## src/core/bmb_map.svh

```systemverilog
`ifndef BMB_MAP_SVH
`define BMB_MAP_SVH
// Function
// - After reset the processor fetches its stack pointer and program counter from the first 8 bytes.
// - Until the mask register is written, the boot select answers every access at any address.
// - A cycle starts with transfer start and ends only when transfer acknowledge arrives.
// - A region may be set to raise acknowledge internally after a set number of wait states.
// - The boot select auto-acknowledges each flash access after six wait states.
// - Once configured, the flash is decoded from base 7FE00000 instead of zero.
// - With the boot-half jumper in its alternate position, booting uses the upper half at 7FF00000.
// - Four configuration bits drive the SDRAM helper mux; a lit indicator means jumper off.
`define BMB_VECTOR_BYTES    32'h0000_0008
`define BMB_FLASH_BASE      32'h7FE0_0000
`define BMB_FLASH_UPPER     32'h7FF0_0000
`define BMB_FLASH_MASK      32'hFFE0_0000
`define BMB_BOOT_WAITS      4'h6
`define BMB_CFG_RESET       4'h0
`endif

```

## src/core/bmb_pkg.sv

```systemverilog
package bmb_pkg;
    typedef enum logic [2:0] {
        BMB_IDLE = 3'b001,
        BMB_WAIT = 3'b010,
        BMB_ACK  = 3'b100
    } bmb_state_t;
endpackage

```

## src/core/bmb_boot_map.sv

```systemverilog
`include "bmb_map.svh"
module bmb_boot_map #(
    parameter int WAIT_W = 4
) (
    input  wire logic        mclk_i,
    input  wire logic        reset_n_i,
    input  wire logic        transfer_start_n_i,
    input  wire logic [31:0] addr_i,
    input  wire logic        ext_ack_n_i,
    input  wire logic        mask_write_i,
    input  wire logic [31:0] mask_base_i,
    input  wire logic        boot_half_jumper_i,
    input  wire logic        cfg_write_i,
    input  wire logic [3:0]  cfg_data_i,
    output logic             boot_select_n_o,
    output logic             transfer_ack_n_o,
    output logic             transfer_ack_oe_o,
    output logic             cycle_busy_o,
    output logic [31:0]      flash_addr_o,
    output logic [3:0]       helper_mux_cfg_bits_o,
    output logic [3:0]       helper_mux_led_on_o
);
    bmb_pkg::bmb_state_t state;
    bmb_pkg::bmb_state_t next_state;
    logic              configured;
    logic              next_configured;
    logic [31:0]       base;
    logic [31:0]       next_base;
    logic [3:0]        cfg;
    logic [3:0]        next_cfg;
    logic [WAIT_W-1:0] waits;
    logic [WAIT_W-1:0] next_waits;
    logic              jp_s1;
    logic              jp_s2;
    logic              jp_s3;
    logic              jp_stable;
    logic              next_jp_s1;
    logic              next_jp_s2;
    logic              next_jp_s3;
    logic              next_jp_stable;
    logic              ext_s1;
    logic              ext_s2;
    logic              ext_s3;
    logic              ext_ack;
    logic              ext_ack_prev;
    logic              next_ext_s1;
    logic              next_ext_s2;
    logic              next_ext_s3;
    logic              next_ext_ack;
    logic              next_ext_ack_prev;
    logic              ext_ack_rise;
    logic              sel;
    logic              ack;
    logic              take;
    logic              next_boot_select_n;
    logic              next_transfer_ack_n;
    logic              next_transfer_ack_oe;
    logic              next_cycle_busy;
    logic [31:0]       next_flash_addr;
    logic [3:0]        next_cfg_bits;
    logic [3:0]        next_led_on;

    // Second and third stage must agree, so a one-cycle glitch never counts
    function automatic logic settle(input logic s2, input logic s3, input logic held);
        return (s2 == s3) ? s3 : held;
    endfunction

    function automatic logic flash_hit(input logic [31:0] a, input logic [31:0] b);
        return ((a & `BMB_FLASH_MASK) == b);
    endfunction

    // Low byte vector fetches fold onto flash start, upper half when jumpered
    function automatic logic [31:0] flash_offset(input logic [31:0] a, input logic upper);
        logic [31:0] o;
        o = a & ~`BMB_FLASH_MASK;
        if (upper) begin
            o = o | (`BMB_FLASH_UPPER - `BMB_FLASH_BASE);
        end
        return o;
    endfunction

    always_comb begin
        next_jp_s1     = boot_half_jumper_i;
        next_jp_s2     = jp_s1;
        next_jp_s3     = jp_s2;
        next_jp_stable = settle(jp_s2, jp_s3, jp_stable);
    end

    always_ff @(posedge mclk_i) begin
        if (!reset_n_i) begin
            jp_s1     <= 1'b0;
            jp_s2     <= 1'b0;
            jp_s3     <= 1'b0;
            jp_stable <= 1'b0;
        end else begin
            jp_s1     <= next_jp_s1;
            jp_s2     <= next_jp_s2;
            jp_s3     <= next_jp_s3;
            jp_stable <= next_jp_stable;
        end
    end

    always_comb begin
        next_ext_s1       = ext_ack_n_i;
        next_ext_s2       = ext_s1;
        next_ext_s3       = ext_s2;
        next_ext_ack      = settle(!ext_s2, !ext_s3, ext_ack);
        next_ext_ack_prev = ext_ack;
    end

    always_ff @(posedge mclk_i) begin
        if (!reset_n_i) begin
            ext_s1       <= 1'b1;
            ext_s2       <= 1'b1;
            ext_s3       <= 1'b1;
            ext_ack      <= 1'b0;
            ext_ack_prev <= 1'b0;
        end else begin
            ext_s1       <= next_ext_s1;
            ext_s2       <= next_ext_s2;
            ext_s3       <= next_ext_s3;
            ext_ack      <= next_ext_ack;
            ext_ack_prev <= next_ext_ack_prev;
        end
    end

    always_comb begin
        next_configured = configured || mask_write_i;
        next_base       = mask_write_i ? mask_base_i : base;
        next_cfg        = cfg_write_i ? cfg_data_i : cfg;
    end

    always_ff @(posedge mclk_i) begin
        if (!reset_n_i) begin
            configured <= 1'b0;
            base       <= `BMB_FLASH_BASE;
            cfg        <= `BMB_CFG_RESET;
        end else begin
            configured <= next_configured;
            base       <= next_base;
            cfg        <= next_cfg;
        end
    end

    // Unconfigured decode hits everything so flash serves the vectors
    always_comb begin
        sel          = !configured || flash_hit(addr_i, base);
        take         = !transfer_start_n_i && (state == bmb_pkg::BMB_IDLE);
        // Only a fresh edge ends a board-acknowledged cycle; a board still holding the line low is stale
        ext_ack_rise = ext_ack && !ext_ack_prev;
        ack          = 1'b0;
        next_state   = state;
        next_waits   = waits;
        case (state)
            bmb_pkg::BMB_IDLE: begin
                if (!transfer_start_n_i) begin
                    next_waits = WAIT_W'(`BMB_BOOT_WAITS);
                    next_state = sel ? bmb_pkg::BMB_WAIT : bmb_pkg::BMB_ACK;
                end
            end
            bmb_pkg::BMB_WAIT: begin
                if (waits == '0) begin
                    ack        = 1'b1;
                    next_state = bmb_pkg::BMB_IDLE;
                end else begin
                    next_waits = waits - WAIT_W'(1);
                end
            end
            bmb_pkg::BMB_ACK: begin
                // No internal ack here: hold until a board answers
                if (ext_ack_rise) begin
                    next_state = bmb_pkg::BMB_IDLE;
                end
            end
            default: next_state = bmb_pkg::BMB_IDLE;
        endcase
    end

    always_ff @(posedge mclk_i) begin
        if (!reset_n_i) begin
            state <= bmb_pkg::BMB_IDLE;
            waits <= '0;
        end else begin
            state <= next_state;
            waits <= next_waits;
        end
    end

    always_comb begin
        next_boot_select_n   = !(next_state == bmb_pkg::BMB_WAIT);
        next_transfer_ack_n  = !ack;
        next_transfer_ack_oe = ack;
        next_cycle_busy      = (next_state != bmb_pkg::BMB_IDLE);
        next_flash_addr      = flash_addr_o;
        if (take) begin
            next_flash_addr = `BMB_FLASH_BASE | flash_offset(addr_i, jp_stable);
        end
        next_cfg_bits        = next_cfg;
        // Indicator lit means jumper off, hence the inverse
        next_led_on          = ~next_cfg;
    end

    always_ff @(posedge mclk_i) begin
        if (!reset_n_i) begin
            boot_select_n_o       <= 1'b1;
            transfer_ack_n_o      <= 1'b1;
            transfer_ack_oe_o     <= 1'b0;
            cycle_busy_o          <= 1'b0;
            flash_addr_o          <= '0;
            helper_mux_cfg_bits_o <= `BMB_CFG_RESET;
            helper_mux_led_on_o   <= ~`BMB_CFG_RESET;
        end else begin
            boot_select_n_o       <= next_boot_select_n;
            transfer_ack_n_o      <= next_transfer_ack_n;
            transfer_ack_oe_o     <= next_transfer_ack_oe;
            cycle_busy_o          <= next_cycle_busy;
            flash_addr_o          <= next_flash_addr;
            helper_mux_cfg_bits_o <= next_cfg_bits;
            helper_mux_led_on_o   <= next_led_on;
        end
    end
endmodule // bmb_boot_map

```

## config.mk

```make
export PLATFORM = sky130hd
export DESIGN_NAME = bmb_boot_map
export DESIGN_NICKNAME = d
export VERILOG_FILES = /design/src/core/bmb_pkg.sv /design/src/core/bmb_boot_map.sv
export VERILOG_INCLUDE_DIRS = /design/src /design/src/core
export SDC_FILE = /design/constraint.sdc
export NUM_CORES = 1
export LEC_CHECK = 0
export BUFFER_PORTS_ARGS = -buffer_cell sky130_fd_sc_hd__buf_2
export CAP_MARGIN = 20
export CORE_MARGIN = 1.5
export CORE_UTILIZATION = 51
export CTS_BUF_LIST = sky130_fd_sc_hd__clkbuf_8
export DETAILED_ROUTE_END_ITERATION = 12
export GPL_ROUTABILITY_DRIVEN = 0
export GPL_TIMING_DRIVEN = 0
export PLACE_DENSITY = 0.82
export SETUP_SLACK_MARGIN = 0.3
export SKIP_CTS_REPAIR_TIMING = 1
export SYNTH_ARGS = -nofsm -noshare
export SYNTH_HDL_FRONTEND = slang
export SYNTH_SLANG_ARGS = --single-unit
```

## constraint.sdc

```tcl
create_clock -name mclk_i -period 2.2 [get_ports mclk_i]
set_clock_uncertainty 0.15 [all_clocks]
set_input_delay 0.55 -clock mclk_i [delete_from_list [all_inputs] [get_ports mclk_i]]
set_output_delay 0.55 -clock mclk_i [all_outputs]
set_load 0.02 [all_outputs]
```

; ---- Word level (Yosys, flattened, before mapping)
; Cells that the tools add are included.
[word_totals]
input_bits = 75
regBits = 93
out_inout_bits = 44
[op_classes]
add_sub_neg = 1
n_mux = 12
bitwise_logic = 1
n_reduce_logical = 14
n_eq_ne = 10
[op_table]
columns = operator, n
row1 = $eq A32 B32 Y1, 1
row2 = $mux W21, 1
row3 = $mux W3, 4
row4 = $mux W4, 3
row5 = $pmux W3 S3, 1
row6 = $pmux W4 S2, 1
row7 = $logic_not A1 Y1, 7
row8 = $eq A3 B2 Y1 const B, 2
row9 = $logic_not A4 Y1, 1
row10 = $ne A2 B2 Y1 const B, 2
row11 = $not A4 Y4, 1
row12 = $sub A4 B1 Y4 const B, 1
row13 = $eq A3 B1 Y1 const B, 1
row14 = $eq A3 B3 Y1 const B, 1
row15 = $ne A3 B1 Y1 const B, 1
row16 = $reduce_and A3 Y1, 1
row17 = $eq A1 B1 Y1, 2
row18 = $logic_and A1 B1 Y1, 2
row19 = $logic_or A1 B1 Y1, 2
row20 = $mux W1, 2
row21 = $reduce_bool A2 Y1, 1

; ---- Longest topological paths before layout
; Gate-level depths: netlist of the first run.
[depth]
word_depth = 7
mapped_depth = 7

; ---- Worst setup path before layout of the first run
; OpenSTA, ideal clock, no wires.
[synth_timing]
kind = in2reg
startpoint = input mask_write_i
endpoint = register base[22]
arrival_ns = 1.506
slack_ns = 0.414
cell_stages = 4
required_ns = 1.921
cell_sequence = clkbuf_1 -> clkbuf_1 -> mux2i_1 -> nand2_1
[synth_rtl]
columns = element, line
row1 = from (decl), bmb_boot_map.sv:10  ; input wire logic mask_write_i,
row2 = to (signal assigned), bmb_boot_map.sv:136  ; base <= `BMB_FLASH_BASE;
row3 = to (signal assigned), bmb_boot_map.sv:140  ; base <= next_base;
row4 = to (decl), bmb_boot_map.sv:27  ; logic [31:0] base;

; ---- Final worst setup path of the first run
[layout_timing]
startpoint = register base[11]
endpoint = register boot_select_n_o
[layout_via]
elab_chain_len = 7
[layout_lines]
columns = element, line
row1 = $eq A32 B32 Y1, bmb_boot_map.sv:69  ; return ((a & `BMB_FLASH_MASK) == b);
row2 = $logic_or A1 B1 Y1, bmb_boot_map.sv:147  ; sel = !configured || flash_hit(addr_i, base);
row3 = $mux W3, bmb_boot_map.sv:158  ; next_state = sel ? bmb_pkg::BMB_WAIT : bmb_pkg::BMB_ACK;
row4 = $mux W3, bmb_boot_map.sv:156  ; if (!transfer_start_n_i) begin
row5 = $pmux W3 S3, bmb_boot_map.sv:154  ; case (state)
row6 = $eq A3 B2 Y1, bmb_boot_map.sv:190  ; next_boot_select_n = !(next_state == bmb_pkg::BMB_WAIT);
row7 = $logic_not A1 Y1, bmb_boot_map.sv:190
row8 = to (signal assigned), bmb_boot_map.sv:213  ; boot_select_n_o <= next_boot_select_n;
row9 = to (decl), bmb_boot_map.sv:15  ; output logic boot_select_n_o,
; No other way between the ends.
; A chain may end at the register's enable or synchronous reset.

==> results of run 1 <==
## stage by stage
step / std cells / utilization (%) / hold WS, ps / cell area (µm²) / setup WS, ps
after floorplan: 331 / - / 236.3 / 3236 / 414.4
after global routing: 538 / 68.83 / 257.3 / 4148 / 234.5
after global placement: 522 / 64.89 / 243.5 / 3910 / 203.7
after detailed placement: 522 / 64.89 / 246.0 / 3910 / 164.9
final: 538 / 68.83 / 250.5 / 4148 / 340.3
after CTS: 538 / 68.13 / 242.3 / 4105 / 271.3
## power by group
group / switching, mW / leakage, nW / total (mW) / internal, mW
clock network: 0.524 / 0.101 / 1.07 / 0.546
registers: 0.0704 / 0.684 / 1.68 / 1.61
logic: 0.328 / 1.17 / 0.595 / 0.268
## layout by cell type (no fill, tap or decap), drive strengths merged, types with 3 or more instances in the layout
master and n:
a21boi 22, buf 128, o21ai 7, nor3b 3
dfxtp 83, nand2b 6, nor2b 23, and2 6
nor2 3, clkbuf 26, nor4 6, nand2 57
inv 11, nor3 7, mux2 4, xor2 13
mux2i 32
## state kept, by name, indices dropped and copies added (netlist names), 3 cells and up
name                   count
flash_addr_o              22
helper_mux_cfg_bits_o      4
helper_mux_led_on_o        4
state                      3
base                      32
waits                      4
## layer usage
layer  global-route usage, %  up-vias  wire, µm
met3                   5.275        9       479
met1                   22.84     1131      2982
met5                       0        -         0
met2                   33.50       87      3064
met4                   7.500        0        83
li1                        -     1339         -
## cell type report
class	instances	area, µm²
fill	494	1878
sequential	83	1665
multi-input combinational	211	1428
timing repair buffer	116	580.6
buffer	28	151.4
clock buffer	10	137.6
tap	75	93.84
clock inverter	6	57.56
inverter	9	33.78
## worst max-delay path by stage
stage                     depth (start not counted)               start                to  slack (ps)
after floorplan                                   4        mask_write_i          base[22]         410
after global placement                            5  transfer_start_n_i  flash_addr_o[14]         200
after detailed placement                          5  transfer_start_n_i  flash_addr_o[13]         160
after CTS                                         5            state[0]  flash_addr_o[13]         270
after global routing                              7            waits[1]          waits[3]         230
final                                             4            base[11]   boot_select_n_o         340
## worst reg2reg max path: stages (launching register included)
cell and delay (ps):
dfxtp_1 310, or4_1 520, or4_4 520, nor3_2 180
nor2_1 60
## cell families after synthesis
family	count (synthesis)
other cells	1
mux	36
buf+inv	37
flops	83
fa+ha+maj	2
simple gates	123
xor+xnor	13
compound gates	36
==> flow_summary.ini, run 1 <==
[status]
outcome = finished clean

[routing]
via_per_inst = 4.770
drtPass1Iterations = 4
ant_nets = 0
wl_um = 6610
drc = 0
drt_iter0_drc = 101
vias = 2566
wl_per_cell_um = 12.29

[worst_setup_path]
crit_arrival_ps = 1940
timing.rr.end = boot_select_n_o
critPathBufInv = 0
critical-path-slowest-cell = or4_1
crit_family = simple AND/OR/NAND/NOR gates
worstPathCellList = or4_1 -> or4_4 -> nor3_2 -> nor2_1
reg2regPathDepth = 4
cp-end-kind = flop
rrSetupSlack_ps = 340
required_ps = 2280
critical-path-max-stage-delay_ps = 520
timing.rr.start = base[11]
crit_fanout = 2
cp-start-kind = flop
worstSetupPathType = flop to flop

[logic_synthesis]
synthArstFlopShare_pct = 0
syn_nets = 407
synth.area.mux_share_pct = 11.29
synth_top_flop_cell = dfxtp_1
synth_top_area_cell = dfxtp_1
synth_area_leaders = dfxtp_1, mux2i_1, nand2_1
synth_top_family_by_area = simple AND/OR/NAND/NOR gates
synth.avg_cell_area_um2 = 9.775
synthCells = 331
synthTopCellsByCount = dfxtp_1, nand2_1, mux2i_1
synth_warnings = 0
synth_area_um2 = 3236
yosysUniqueCellTypes = 37
ys_seq_elements = 83
yosys.area_share.adder_pct = 0.6961
synth_compound_area_share_pct = 7.734
synth-edff-count = 0
synth-xor-area-share_pct = 3.519
ys_seq_area_share_pct = 51.35
yosys.area_share.simple_pct = 19.76
synth.most_common_cell = dfxtp_1
synth_top_area_share_pct = 51.35

[floorplanning]
dieArea_um2 = 6831
start_util_pct = 53.70
die_h_um = 82.65
die-width_um = 82.65
fp.coreArea_um2 = 6026
row_count = 28
pin_count = 119

[timing]
setup_violations = 0
slew_headroom_pct = 54.14
tightestPinTransition_ps = 688.0
period_needed_ps = 1860
max_freq_mhz = 537.7
tns_ps = 0
finalMaxSlewViolations = 0
finalHoldViolations = 0
layout_worst_path_cycle_share_pct = 84.53
rsz0062_at_grt = yes

[cts]
clock_path_buffers = 2
clock_latency_ps = 350
cts-root-buf = clkbuf_8
h-tree-depth = 3
cts_tree = built
numCtsBuffers = 9
cts_sinks = 83
path_clk_slew_ps = 80

[pwr]
p_leak_nw = 1.954
p_per_area_nw_per_um2 = 807.1
ir_drop_v = 0.0005981
fin_total_pwr_mw = 3.348

[layout]
nets = 534
syn_to_final_growth_pct = 28.19
diodes = 0
drive_above_1_share_pct = 34.99

[min_path]
whs_endpoint = ext_s1
worstHoldStart = ext_ack_n_i
hold_depth = 2
hold_path_class = input pin to flop

[global_route]
grtUsageTotal_pct = 19.41
grt_pass1_vias = 2348
grt_max_degree = 14
grt_pass1_wl_um = 10150
antenna_found_initial = 0
overflow = 0

[place]
port_buffers = 116
hpwlAfterDp_um = 4900

[job]
maxCapViolCount = 0
Note: power is estimated with default switching activity, not from simulation.
==> run 2, diff against run 1 <==
clock period = 1.9 ns   (was 2.2 ns; I/O delays follow)
==> run 2 against run 1 <==
- wire length increased by 1.0%
- register-to-register slack got worse by 260 ps
- setup slack got worse by 260 ps
- via count increased by 3.0%
- global-route usage decreased by 0.083 points
- critical path depth unchanged
- clock-buffer cell count increased by 1
- sequential cell count unchanged
- final cell count increased by 1.1%
- maximum frequency increased by 2.4%
- clock power about the same
- largest power group unchanged
==> flow_summary.ini, run 2 (synthesized netlist as in run 1, its figures left out) <==
[timing]
tns_ps = 0
finalHoldViolations = 0
period_needed_ps = 1817
max_freq_mhz = 550.4
rsz0062_at_grt = yes
layout_worst_path_cycle_share_pct = 95.62
whs_ps = 164.8
finalMaxSlewViolations = 0
setup_violations = 0

[layout]
stdcell_count = 544
most-common-layout-cells = buf_2, dfxtp_1, nand2_1, mux2i_1, nor2b_1
drive_above_1_share_pct = 39.66
largest_reg_flops = 32
final_common_cell = buf_2
regMostFlops = base
nets = 542
final_cell_area_um2 = 4365
syn_to_final_growth_pct = 34.92
reg_top3 = base: 32 flops, flash_addr_o: 22 flops
diodes = 0
fill_cells = 477

[floorplanning]
pin_count = 119
dieArea_um2 = 6831
row_count = 28
start_util_pct = 53.70
die_h_um = 82.65
die-width_um = 82.65
fp.coreArea_um2 = 6026

[worst_setup_path]
worst_path_most_repeated_cell = or4_4
timing.rr.start = base[11]
critical-path-max-stage-delay_ps = 520
cp-end-kind = flop
worstPathCellList = or4_4 -> or4_4 -> o21ai_2 -> o21ai_1
crit_family = simple AND/OR/NAND/NOR gates
crit_arrival_ps = 1890
reg2regPathDepth = 4
rrSetupSlack_ps = 80
cp-start-kind = flop
required_ps = 1970
crit_fanout = 2
worstSetupPathType = flop to flop
timing.rr.end = state[2]
critical-path-slowest-cell = or4_4
worstSetupPathDepth = 4
critPathBufInv = 0

[global_route]
grt_pass1_wl_um = 9956
grt_pass1_vias = 2337
grtUsageTotal_pct = 19.33
overflow = 0
grt_max_degree = 13
antenna_found_initial = 0

[place]
port_buffers = 116
dpl_cell_area_um2 = 3960
hpwlAfterDp_um = 4835
dpl.cell_count = 522

[cts]
cts-root-buf = clkbuf_8
numCtsBuffers = 9
h-tree-depth = 3
clock_latency_ps = 340
cts_sinks = 83
path_clk_slew_ps = 80
clock_path_buffers = 2
cts_tree = built

[pwr]
p_per_area_nw_per_um2 = 883.8
p_leak_nw = 2.050
ir_drop_v = 0.0005301

[min_path]
hold_path_class = input pin to flop
worstHoldStart = ext_ack_n_i
hold_depth = 2
whs_endpoint = ext_s1

[job]
maxCapViolCount = 0

[routing]
drtPass1Iterations = 4
vias = 2644
wl_um = 6678
drt_iter0_drc = 106
wl_per_cell_um = 12.28
via_per_inst = 4.860
drc = 0
ant_nets = 0

[status]
outcome = finished clean
[run 2: cell count changes in the layout (fill, tap and decap cells not counted), sizes merged]
| cell | delta |
|---|---|
| clkinvlp | -1 |
| buf | +12 |
| inv | -1 |
| bufinv | -1 |
| clkbuf | -3 |
[run 2: worst max-delay path by stage]
stage | start | endpoint
final | base[11] | state[2]
after floorplan | base[11] | state[2]
after global routing | base[11] | state[2]
after CTS | state[0] | flash_addr_o[13]
after detailed placement | transfer_start_n_i | flash_addr_o[13]
after global placement | transfer_start_n_i | flash_addr_o[13]
[run 2: through the flow]
step	power, mW	util (%)	setup slack, ps
after floorplan	2.437	-	227.1
after global placement	2.657	65.72	-24.18
after detailed placement	2.679	65.72	-88.94
after CTS	3.762	68.50	-49.06
after global routing	4.055	72.45	32.73
final	3.858	72.45	83.29
[run 2: per-layer routing]
layer  wire length [µm]  share of wire [%]  track usage, %
met5                  0                  0               0
met4                 80                1.2           8.500
met3                502                7.5           5.385
met2               3139                 47           32.60
met1               2955                 44           22.86
[run 2: layout make-up]
| cell class | instances | area, µm² | area share [%] |
|---|---|---|---|
| plain buffers | 28 | 193.9 | 4.443 |
| clock buffers | 11 | 151.4 | 3.468 |
| clock inverters | 3 | 16.27 | 0.3726 |
| inverters | 9 | 36.28 | 0.8312 |
| multi-input cells | 211 | 1508 | 34.54 |
| flip-flops and latches | 83 | 1678 | 38.44 |
| well taps | 75 | 93.84 | 2.150 |
| repair buffers | 124 | 688.2 | 15.76 |
[run 2: power breakdown]
part / switching [mW] / total (mW) / internal, mW
sequential: 0.0847 / 1.95 / 1.87
clock: 0.564 / 1.09 / 0.525
combinational: 0.406 / 0.817 / 0.411
total: 1.05 / 3.86 / 2.80
[run 2: worst reg2reg max path: stages (launching register included)]
cell and delay, ps:
dfxtp_2 330, or4_4 520, or4_4 460, o21ai_2 140, o21ai_1 100
